## config.mk

```make
export PLATFORM = sky130hd
export DESIGN_NAME = sdms_top
export DESIGN_NICKNAME = d
export VERILOG_FILES = /design/src/core/sdms_top.v
export VERILOG_INCLUDE_DIRS = /design/src /design/src/core
export SDC_FILE = /design/constraint.sdc
export NUM_CORES = 2
export LEC_CHECK = 0
export ABC_AREA = 1
export BUFFER_PORTS_ARGS = -buffer_cell sky130_fd_sc_hd__buf_2
export CAP_MARGIN = 30
export CORE_UTILIZATION = 59
export CTS_BUF_LIST = sky130_fd_sc_hd__clkbuf_8
export DETAILED_ROUTE_END_ITERATION = 16
export PLACE_DENSITY = 0.76
export RECOVER_POWER = 100
export SYNTH_ARGS = -nofsm -noshare
export SYNTH_HDL_FRONTEND = slang
export SYNTH_SLANG_ARGS = --single-unit
export TNS_END_PERCENT = 20
```

## constraint.sdc

```tcl
create_clock -name CLOCK -period 347.6 [get_ports CLOCK]
set_input_delay 52.14 -clock CLOCK [delete_from_list [all_inputs] [get_ports CLOCK]]
set_output_delay 52.14 -clock CLOCK [all_outputs]
set_load 0.01 [all_outputs]
```

## src/core/sdms_consts.vh

```
`ifndef SDMS_CONSTS_VH
`define SDMS_CONSTS_VH
// Register offsets (byte addresses)
`define SDMS_REG_MODE      8'h00
`define SDMS_REG_OPREQ     8'h04
`define SDMS_REG_HOME      8'h08
`define SDMS_REG_CTRL      8'h0C
`define SDMS_REG_SCNUM     8'h10
`define SDMS_REG_SCDEN     8'h14
`define SDMS_REG_TVEL      8'h18
`define SDMS_REG_STAT      8'h1C
`define SDMS_REG_SETUP     8'h20
// Mode register fields
`define SDMS_MODE_CODE_HI  3
`define SDMS_MODE_SPEC_BIT 4
`define SDMS_MODE_CL_BIT   5
// Mode code fields
`define SDMS_CODE_LOOP_BIT 3
// Reset values
`define SDMS_RST_MODE      6'h00
`define SDMS_RST_OPMODE    8'h01
`define SDMS_RST_SCALE     16'h0001
// Operating mode codes
`define SDMS_OP_PP         8'h01
`define SDMS_OP_VL         8'h02
`define SDMS_OP_PT         8'h04
`define SDMS_OP_CST        8'h0A
`define SDMS_OP_CLKDIR     8'hFF
`define SDMS_OP_HOMING     8'h06
// Speeds in rpm
`define SDMS_VMAX_HI_RPM   24'h0003E8
`define SDMS_VMAX_LO_RPM   24'h000064
`define SDMS_TEST_RPM      32'h0000001E
// Analog levels in mV
`define SDMS_VFS_MV        32'h00002710
`define SDMS_DEAD_MV       32'h00000014
// Control word pattern for operation enabled
`define SDMS_CTRL_ENOP     4'hF
`endif

```

## src/core/sdms_top.v

```verilog
// Behaviour
// - A successful auto setup stores its results under the drive and tuning categories.
// - In a special mode the power stage follows only the enable pin, not the control word.
// - Codes 00-07 open loop, 08-0F closed; each: clock-dir, test run, analog, joystick.
// - Analog codes use 1000 rpm maximum for the even code and 100 rpm for the odd code.
// - Clock-direction codes set that operating mode and pass step and direction through.
// - Analog codes select velocity mode and keep the target velocity following the voltage.
// - The analog maximum speed is rescaled by a numerator and a denominator.
// - In normal analog mode full-scale voltage maps to the maximum speed.
// - In normal analog mode the sign comes from the direction pin.
// - In normal analog mode voltages from zero to the dead-zone threshold command zero speed.
// - In joystick mode mid-scale is zero speed, lower is negative and higher is positive.
// - In joystick mode voltages within the dead zone around mid-scale command zero speed.
// - In a test run the motor turns at 30 rpm in the coded direction while enable is set.
// - Profile torque and cyclic synchronous torque requests are rejected in open loop.
// - In open loop the homing-on-block methods are rejected, other methods stay allowed.
//
// The register offsets and the strobed register port are this design's own decisions.
`timescale 1ns/1ns
`include "sdms_consts.vh"
module sdms_top #(
  parameter ADC_W       = 12,
  parameter HOME_BLK_LO = -4,
  parameter HOME_BLK_HI = -1
) (
  input  wire             CLOCK,
  input  wire             RSTN,
  input  wire [7:0]       ADDR,
  input  wire [31:0]      WDATA,
  input  wire             WR,
  input  wire             RD,
  output reg  [31:0]      RDATA,
  input  wire             EN_PIN,
  input  wire             DIR_PIN,
  input  wire             STEP_PIN,
  input  wire [ADC_W-1:0] ADC_CODE,
  input  wire             SETUP_OK,
  input  wire [31:0]      SETUP_RESULT,
  output reg  [31:0]      TARGET_VEL,
  output reg  [7:0]       OP_MODE,
  output reg              CLOSED_LOOP,
  output reg              POWER_EN,
  output reg              STEP_OUT,
  output reg              DIR_OUT,
  output reg              STORE_DRIVE,
  output reg              STORE_TUNING
);
  // Analog full scale and mid-scale in ADC counts
  localparam [ADC_W-1:0] FULL = {ADC_W{1'b1}};
  localparam [ADC_W-1:0] MID  = FULL >> 1;
  // Dead zone in ADC counts, rounded down
  localparam integer DEAD_I = (`SDMS_DEAD_MV * ((1 << ADC_W) - 1)) / `SDMS_VFS_MV;
  localparam [ADC_W-1:0] DEAD = DEAD_I[ADC_W-1:0];
  localparam signed [7:0] HLO = HOME_BLK_LO[7:0];
  localparam signed [7:0] HHI = HOME_BLK_HI[7:0];
  // Mode classes, one-hot
  localparam [3:0] M_CLK = 4'b0001;
  localparam [3:0] M_TST = 4'b0010;
  localparam [3:0] M_ANA = 4'b0100;
  localparam [3:0] M_JOY = 4'b1000;

  // Software-visible registers and reject flags
  reg  [5:0]       mode_r;
  reg  [7:0]       opreq_r;
  reg              oprej_r;
  reg  [7:0]       home_r;
  reg              homerej_r;
  reg  [3:0]       ctrl_r;
  reg  [15:0]      scnum_r;
  reg  [15:0]      scden_r;
  reg  [31:0]      setup_r;

  // Pin synchronisers, two stages each
  reg  [1:0]       en_s_r;
  reg  [1:0]       dir_s_r;
  reg  [1:0]       step_s_r;

  // Combinational decode and analog results
  reg  [3:0]       mclass;
  reg  [31:0]      vel_nxt;
  reg  [ADC_W-1:0] mag;
  reg              neg;
  reg  [ADC_W-1:0] span;
  reg  [ADC_W-1:0] eff;
  reg  [7:0]       op_nxt;

  // Special mode flag, mode code and loop selection
  wire        spec_act = mode_r[`SDMS_MODE_SPEC_BIT];
  wire [3:0]  code     = mode_r[`SDMS_MODE_CODE_HI:0];
  wire        loop_cl  = spec_act ? code[`SDMS_CODE_LOOP_BIT]
                                  : mode_r[`SDMS_MODE_CL_BIT];

  // Synchronised pin levels, second stage only
  wire        en_s     = en_s_r[1];
  wire        dir_s    = dir_s_r[1];
  wire        step_s   = step_s_r[1];

  // A zero denominator is taken as one
  wire [15:0] den      = (scden_r == 16'h0000) ? `SDMS_RST_SCALE : scden_r;
  // Even code 1000 rpm, odd code 100 rpm, then scaled
  wire [23:0] vbase    = code[0] ? `SDMS_VMAX_LO_RPM : `SDMS_VMAX_HI_RPM;
  wire [39:0] vprod    = {16'h0000, vbase} * {24'h000000, scnum_r};
  wire [39:0] vmax40   = vprod / {24'h000000, den};
  wire [23:0] vmax     = vmax40[23:0];
  wire [47:0] sprod    = {{(48-ADC_W){1'b0}}, eff} * {24'h000000, vmax};
  wire [47:0] squot    = sprod / {{(48-ADC_W){1'b0}}, span};
  wire [31:0] smag     = squot[31:0];

  // Status word as read back by software
  wire [31:0] stat_word = {16'h0000, OP_MODE, 2'b00, homerej_r, oprej_r,
                           POWER_EN, CLOSED_LOOP, spec_act, en_s};

  // Torque modes are refused without feedback
  function rej_op;
    input [7:0] m;
    input       cl;
    begin
      rej_op = !cl && (m == `SDMS_OP_PT || m == `SDMS_OP_CST);
    end
  endfunction

  // Homing on block is refused without feedback
  function rej_home;
    input [7:0] m;
    input       cl;
    begin
      rej_home = !cl && ($signed(m) >= HLO) && ($signed(m) <= HHI);
    end
  endfunction

  // Magnitudes inside the dead zone command no motion
  function [ADC_W-1:0] dead_cut;
    input [ADC_W-1:0] m;
    begin
      dead_cut = (m <= DEAD) ? {ADC_W{1'b0}} : m;
    end
  endfunction

  // Two-flop synchronisers; only stage 2 feeds logic
  always @(posedge CLOCK or negedge RSTN) begin
    if (!RSTN) begin
      en_s_r   <= 2'h0;
      dir_s_r  <= 2'h0;
      step_s_r <= 2'h0;
    end else begin
      en_s_r   <= {en_s_r[0], EN_PIN};
      dir_s_r  <= {dir_s_r[0], DIR_PIN};
      step_s_r <= {step_s_r[0], STEP_PIN};
    end
  end

  // Mode code decode into classes
  always @* begin
    case (code[2:1])
      2'b00:   mclass = M_CLK;
      2'b01:   mclass = M_TST;
      2'b10:   mclass = M_ANA;
      2'b11:   mclass = M_JOY;
      default: mclass = M_CLK;
    endcase
  end

  // Analog magnitude, sign and dead zone
  always @* begin
    mag  = {ADC_W{1'b0}};
    neg  = 1'b0;
    span = FULL;
    eff  = {ADC_W{1'b0}};
    if (mclass == M_JOY) begin
      // Joystick: distance from mid-scale, sign from the side of it
      span = MID;
      if (ADC_CODE >= MID) begin
        mag = ADC_CODE - MID;
        neg = 1'b0;
      end else begin
        mag = MID - ADC_CODE;
        neg = 1'b1;
      end
      eff = dead_cut(mag);
    end else begin
      // Normal: voltage gives the magnitude, the direction pin the sign
      mag = ADC_CODE;
      neg = dir_s;
      eff = dead_cut(mag);
    end
    // Clip to the span so the scaled speed never passes the maximum
    if (eff > span)
      eff = span;
  end

  // Target velocity and effective operating mode
  always @* begin
    vel_nxt = 32'h00000000;
    op_nxt  = opreq_r;
    if (spec_act) begin
      case (mclass)
        M_CLK: begin
          op_nxt = `SDMS_OP_CLKDIR;
        end
        M_TST: begin
          op_nxt = `SDMS_OP_CLKDIR;
          if (en_s)
            vel_nxt = code[0] ? (32'h00000000 - `SDMS_TEST_RPM)
                              : `SDMS_TEST_RPM;
        end
        M_ANA, M_JOY: begin
          op_nxt  = `SDMS_OP_VL;
          vel_nxt = neg ? (32'h00000000 - smag) : smag;
        end
        default: begin
          op_nxt = `SDMS_OP_CLKDIR;
        end
      endcase
    end
  end

  // Register writes and auto setup capture
  always @(posedge CLOCK or negedge RSTN) begin
    if (!RSTN) begin
      mode_r    <= `SDMS_RST_MODE;
      opreq_r   <= `SDMS_RST_OPMODE;
      oprej_r   <= 1'b0;
      home_r    <= 8'h00;
      homerej_r <= 1'b0;
      ctrl_r    <= 4'h0;
      scnum_r   <= `SDMS_RST_SCALE;
      scden_r   <= `SDMS_RST_SCALE;
      setup_r   <= 32'h00000000;
    end else begin
      // Refused requests keep the old value and raise their flag
      if (WR) begin
        case (ADDR)
          `SDMS_REG_MODE:  mode_r <= WDATA[5:0];
          `SDMS_REG_OPREQ: begin
            oprej_r <= rej_op(WDATA[7:0], loop_cl);
            if (!rej_op(WDATA[7:0], loop_cl))
              opreq_r <= WDATA[7:0];
          end
          `SDMS_REG_HOME: begin
            homerej_r <= rej_home(WDATA[7:0], loop_cl);
            if (!rej_home(WDATA[7:0], loop_cl))
              home_r <= WDATA[7:0];
          end
          `SDMS_REG_CTRL: begin
            if (!spec_act)
              ctrl_r <= WDATA[3:0];
          end
          `SDMS_REG_SCNUM: scnum_r <= WDATA[15:0];
          `SDMS_REG_SCDEN: scden_r <= WDATA[15:0];
          default: ;
        endcase
      end
      // A finished setup loads its result; software has no write path to it
      if (SETUP_OK)
        setup_r <= SETUP_RESULT;
    end
  end

  // Outputs from flip-flops
  always @(posedge CLOCK or negedge RSTN) begin
    if (!RSTN) begin
      TARGET_VEL   <= 32'h00000000;
      OP_MODE      <= `SDMS_RST_OPMODE;
      CLOSED_LOOP  <= 1'b0;
      POWER_EN     <= 1'b0;
      STEP_OUT     <= 1'b0;
      DIR_OUT      <= 1'b0;
      STORE_DRIVE  <= 1'b0;
      STORE_TUNING <= 1'b0;
    end else begin
      TARGET_VEL   <= vel_nxt;
      OP_MODE      <= op_nxt;
      CLOSED_LOOP  <= loop_cl;
      // Enable pin in special modes, control word otherwise
      POWER_EN     <= spec_act ? en_s
                               : (ctrl_r == `SDMS_CTRL_ENOP);
      STEP_OUT     <= spec_act && (mclass == M_CLK) && step_s;
      DIR_OUT      <= spec_act && (mclass == M_CLK) && dir_s;
      STORE_DRIVE  <= SETUP_OK;
      STORE_TUNING <= SETUP_OK;
    end
  end

  // Read data, one cycle after the strobe
  always @(posedge CLOCK or negedge RSTN) begin
    if (!RSTN) begin
      RDATA <= 32'h00000000;
    end else if (RD) begin
      case (ADDR)
        `SDMS_REG_MODE:  RDATA <= {26'h0000000, mode_r};
        `SDMS_REG_OPREQ: RDATA <= {24'h000000, opreq_r};
        `SDMS_REG_HOME:  RDATA <= {24'h000000, home_r};
        `SDMS_REG_CTRL:  RDATA <= {28'h0000000, ctrl_r};
        `SDMS_REG_SCNUM: RDATA <= {16'h0000, scnum_r};
        `SDMS_REG_SCDEN: RDATA <= {16'h0000, scden_r};
        `SDMS_REG_TVEL:  RDATA <= TARGET_VEL;
        `SDMS_REG_STAT:  RDATA <= stat_word;
        `SDMS_REG_SETUP: RDATA <= setup_r;
        default:         RDATA <= 32'h00000000;
      endcase
    end else begin
      RDATA <= 32'h00000000;
    end
  end
endmodule // sdms_top

```

Word-level counts from Yosys, hierarchy flattened
Index checks and enable logic that the tools add are counted.
W data, S select, Z words.
{"block": "word_totals", "regBits": 175, "output_inout_bits": 78, "inputBits": 92}
{"block": "classes", "reduce_logical": 20, "magnitude_cmp": 6, "div_mod_pow": 2, "eq_ne": 18, "multipliers": 2, "mux": 23, "n_addsub": 3, "bitwise_logic": 3}
{"cell": "$pmux W32 S9", "n": 1}
{"cell": "$mux W32", "n": 5}
{"cell": "$mux W12", "n": 7}
{"cell": "$pmux W32 S2", "n": 1}
{"cell": "$div A36 B12 Y48", "n": 1}
{"cell": "$div A40 B16 Y40", "n": 1}
{"cell": "$mul A12 B24 Y36", "n": 1}
{"cell": "$eq A8 B5 Y1 const B", "n": 4}
{"cell": "$sub A1 B32 Y32 const A", "n": 1}
{"cell": "$mul A10 B16 Y26", "n": 1}
{"cell": "$eq A8 B4 Y1 const B", "n": 3}
{"cell": "$le A12 B4 Y1 const B", "n": 2}
{"cell": "$eq A8 B3 Y1 const B", "n": 2}
{"cell": "$logic_not A16 Y1", "n": 1}
{"cell": "$mux W16", "n": 1}
{"cell": "$mux W8", "n": 2}
{"cell": "$pmux W4 S4", "n": 1}
{"cell": "$ge A12 B11 Y1 const B", "n": 1}
{"cell": "$gt A12 B12 Y1", "n": 1}
{"cell": "$sub A11 B12 Y12 const A", "n": 1}
{"cell": "$sub A12 B11 Y12 const B", "n": 1}
{"cell": "$mux W10", "n": 1}
{"cell": "$reduce_and A2 Y1", "n": 5}
{"cell": "$reduce_and A3 Y1", "n": 3}
{"cell": "other kinds (17)", "n": 29}

Longest topological paths before layout
{"block": "depth", "ltp_word": 15, "depth_mapped": 1143, "ltp_nobuf": 1039}

Worst setup path before layout
Ideal clock, no wire load.
{"block": "synth_timing", "kind": "register to register", "startpoint": "register scden_r[14]", "endpoint": "register TARGET_VEL[26]", "period_less_slack_ns": 151.000, "path_stages_with_launch": 1110, "arrival_ns": 150.855, "n_path_buf": 107, "setup_time_ns": 0.145, "path_slack_ns": 196.600, "path_cell_list": "dfrtp_1 inv_1 nand2_1 nor2_1 nand2_1 nor2_2 nand3_1 nor2_1 nor2_1 ha_1 nor2_1 nor2_1 o211ai_1 nor2_1 ha_1 inv_1 o21bai_1 a21o_1 (+1074 left out) xnor2_1 inv_1 ha_1 inv_1 nor2_1 nand2_1 nor2_1 nand2_1 nand2_2 nor2_8 ha_1 inv_1 nor3_1 nand3_1 nor4_1 nand4_1 o41ai_1 a21oi_1"}
{"block": "synth_via", "elab_chain_cells": 9}
{"element": "start: declaration", "line": "sdms_top.v:70", "text": "reg [15:0] scden_r;"}
{"element": "start signal: assignment", "line": "sdms_top.v:227", "text": "scden_r <= `SDMS_RST_SCALE;"}
{"element": "start signal: assignment", "line": "sdms_top.v:249", "text": "`SDMS_REG_SCDEN: scden_r <= WDATA[15:0];"}
{"element": "$logic_not A16 Y1", "line": "sdms_top.v:99", "text": "wire [15:0] den = (scden_r == 16'h0000) ? `SDMS_RST_SCALE : scden_r;"}
{"element": "$mux W16 *", "line": "sdms_top.v:99"}
{"element": "$div A40 B16 Y40 *", "line": "sdms_top.v:103", "text": "wire [39:0] vmax40 = vprod / {24'h000000, den};"}
{"element": "$mul A12 B24 Y36 *", "line": "sdms_top.v:105", "text": "wire [47:0] sprod = {{(48-ADC_W){1'b0}}, eff} * {24'h000000, vmax};"}
{"element": "$div A36 B12 Y48 *", "line": "sdms_top.v:106", "text": "wire [47:0] squot = sprod / {{(48-ADC_W){1'b0}}, span};"}
{"element": "$sub A1 B32 Y32", "line": "sdms_top.v:208", "text": "vel_nxt = neg ? (32'h00000000 - smag) : smag;"}
{"element": "$mux W32 *", "line": "sdms_top.v:208"}
{"element": "$pmux W32 S2 *", "line": "sdms_top.v:196", "text": "case (mclass)"}
{"element": "$mux W32 *", "line": "sdms_top.v:195", "text": "if (spec_act) begin"}
{"element": "via vel_nxt[26]", "line": "sdms_top.v:80", "text": "reg [31:0] vel_nxt;"}
{"element": "end signal: assignment", "line": "sdms_top.v:271", "text": "TARGET_VEL <= vel_nxt;"}
{"element": "end: declaration", "line": "sdms_top.v:39", "text": "output reg [31:0] TARGET_VEL,"}
Mark *: on every way through the listed nets, which the timed path passes. The rest lies on a longest branch.
A chain may end at the register's enable or synchronous reset.

==> results.tsv <==
stage	metric	value	unit
floorplanning	start_util	59.3	%
final_layout	final_layout_size_suffix_gt1_share	11.5	%
placed_design	dp_slack	167.78	ns
global_routing	grt_max_degree	119	
routing	drt_first_iter_violations	6799	
placed_design	globalplace.congestion	1.00	
setup_path	start_kind	input pin	
setup_path	path_delay_family	buffers and inverters	
synth	async_flop_share	100	%
setup_path	max_stage_delay	4.24	ns
synth	seq_area_frac_synth	5.15	%
routing	ant_nets	0	
floorplanning	die-area	146000	um2
final_layout	nFillCells	14600	
synth	synthDistinctLibCells	90	
sta	min_period	204.33	ns
setup_path	critPathBufInv	3	
clock_tree	path_clk_slew	0.10	ns
setup_path	rrSetupSlack	143.27	ns
synth	syn-cell-area	85100	um2
setup_path	worstPathCellList	clkbuf_1 > clkbuf_1 > clkbuf_1	
hold_path	whs_endpoint	en_s_r[1]$_DFF_PN0_	
setup_path	worst_setup_path_end_kind	async pin	
sta	grt_setup_unrepaired	false	
sta	worst_slack	143.27	ns
final_layout	nets	15500	
routing	post_drt_wl_per_cell	16.5	um
synth	yosysTopAreaCellShare	18.0	%
final_layout	area_delta_synth_final	1.87	%
setup_path	crit-reg2reg-launch	scden_r[15]$_DFFE_PN0P_	
clock_tree	cts-htree-levels	4	
final_layout	final_core_util	60.5	%
final_layout	final_area	86700	um2
routing	first_pass_iters	9	
hold_path	holdPathStages	0	
synth	synth_area_leaders	nand2_1 (18%), ha_1 (10%), inv_1 (9.3%)	
setup_path	slowest_stage	clkbuf_1	
global_routing	grt-ovfl-total	0	
setup_path	critPathLaunch	RSTN	
sta	clock_skew	0.0226	ns
global_routing	grt_pass1_vias	86200	
synth	synth_cells	14500	
setup_path	path_depth	3	
synth	avgSynthCellArea	5.88	um2
clock_tree	cts_hold_repair.buffers	0	
run_status	violations	max-capacitance violations, max-slew violations	
setup_path	arrival	59.34	ns
global_routing	antenna_found_initial	7	
setup_path	cp_common_cell	clkbuf_1	
synth	yosysMostFrequentCell	nand2_1	
clock_tree	insertion_delay	0.51	ns
floorplanning	num_io_pins	170	
setup_path	rr_endpoint	TARGET_VEL[30]$_DFF_PN0_	
setup_path	cp_max_fo	110	
sta	setup_violations	0	
hold_path	min_path_type	flop to flop	
sta	maxSlewViolCount	722	
sta	fin_setup_tns	0	ns
floorplanning	rows	139	
routing	via_per_inst	5.63	
sta	hold_viol	0	
setup_path	crit_type	input pin to async pin	
global_routing	grt_pass1_wl	435000	um
global_routing	grt_usage	35.9	%
placed_design	dp_hpwl	228000	um
sta	slew_headroom	-303	%
clock_tree	clk_path_buf_depth	2	
clock_tree	cts_tree	yes	
clock_tree	clock_sinks	175	
routing	vias	92300	
synth	yosys_warnings	0	
clock_tree	cts_setup_buffers	0	
synth	synth_top_area_cell	nand2_1	
clock_tree	cts_made_buffers	17	
setup_path	crit_path_end	RDATA[10]$_DFF_PN0_	
floorplanning	core	143000	um2
hold_path	min_from	en_s_r[0]$_DFF_PN0_	
floorplanning	die_y	382	um
setup_path	reg2reg_depth	1011	
clock_tree	cts_root_buf	clkbuf_8	
synth	synth_flop_cell	dfrtp_1	
routing	drcViolationCount	0	
floorplanning	dieWidth	382	um
placed_design	place_area	86600	um2
placed_design	io_buffers	153	
synth	synth.top_cells.by_count	nand2_1 (4,090), inv_1 (2,118), nor2_1 (1,354)	
sta	worst_pin_slew	6.04	ns
clock_tree	cts-resized-gates	0	
routing	routed_wl	270000	um
sta	post-route-period-util	58.8	%
run	cap_violations	19	
setup_path	worstPathRequired	347.52	ns
synth	synth-edff-count	0	
sta	fmaxAchievable	4.89	MHz
synth	synth-seq-cells	175	
run_status	status	finished with violations	
## how the worst max path moves through the flow
stage | from | to | slack, ns | cells past startpoint
3_5_place_dp | scden_r[15]$_DFFE_PN0P_ | TARGET_VEL[30]$_DFF_PN0_ | 167.78 | 880
3_3_place_gp | scden_r[15]$_DFFE_PN0P_ | TARGET_VEL[26]$_DFF_PN0_ | 172.44 | 1176
2_1_floorplan | scden_r[14]$_DFFE_PN0P_ | TARGET_VEL[26]$_DFF_PN0_ | 196.60 | 1178
4_1_cts | scden_r[15]$_DFFE_PN0P_ | TARGET_VEL[30]$_DFF_PN0_ | 167.17 | 860
## metrics by stage
stage               hold slack (ns)  cells
finish                        0.357  16400
global route                  0.365  16400
CTS                           0.351  16400
detailed placement            0.336  16400
global placement              0.334  16300
floorplan                     0.331  14500
## final cells by class
class | count | area (um2) | share of cell area [%]
diodes | 3 | 7.51 | 0.00866
clock buffers | 17 | 234 | 0.270
clock inverters | 15 | 175 | 0.202
inverters | 2310 | 8730 | 10.1
multi-input cells | 11700 | 69700 | 80.3
flip-flops and latches | 175 | 4380 | 5.05
well taps | 1903 | 2380 | 2.75
repair buffers | 225 | 1150 | 1.33
## metal layers
layer  global-route usage, %  wire [um]
met5                       0         40
met4                    10.9       8870
met3                    4.90      20200
met2                    59.6     122000
met1                    47.8     119000
## cell usage in the layout, fill, tap and decap left out, types with 86 or more instances in the layout
cell type,count
nand2_1,4099
inv_1,2110
nor2_1,1357
nand3_1,1255
ha_1,699
o21ai_0,666
a21oi_1,544
nand2_2,487
xor2_1,343
nand4_1,322
fa_1,283
nor2_2,213
nand2_4,201
xnor2_1,197
dfrtp_1,171
nand3_2,163
inv_2,132
nor3_1,130
nand3b_1,98
clkbuf_1,93
nor2_4,86
## sequential cells by signal, indices dropped and copies added, names as in the netlist, 2 cells and up
name / cells
RDATA: 32
TARGET_VEL: 32
setup_r: 32
scden_r: 16
scnum_r: 16
OP_MODE: 8
home_r: 8
opreq_r: 8
mode_r: 6
ctrl_r: 4
dir_s_r: 2
en_s_r: 2
step_s_r: 2
## logic make-up (layout without fill, tap and decap cells)
family	count (synthesis)	after routing	share of synthesized area, %
other	2	31	0.00882
xor gates and xnor gates	541	541	5.57
AOI/OAI and AO/OA	1557	1557	10.1
buffers and inverters	2598	2567	13.0
muxes	17	17	0.223
and+or+nand+nor	8614	8614	49.0
adders and majority gates	982	982	16.9
DFF	175	175	5.15
Power is not shown: default switching activity piles up to over one toggle a cycle in this logic, so the estimate is an artifact.
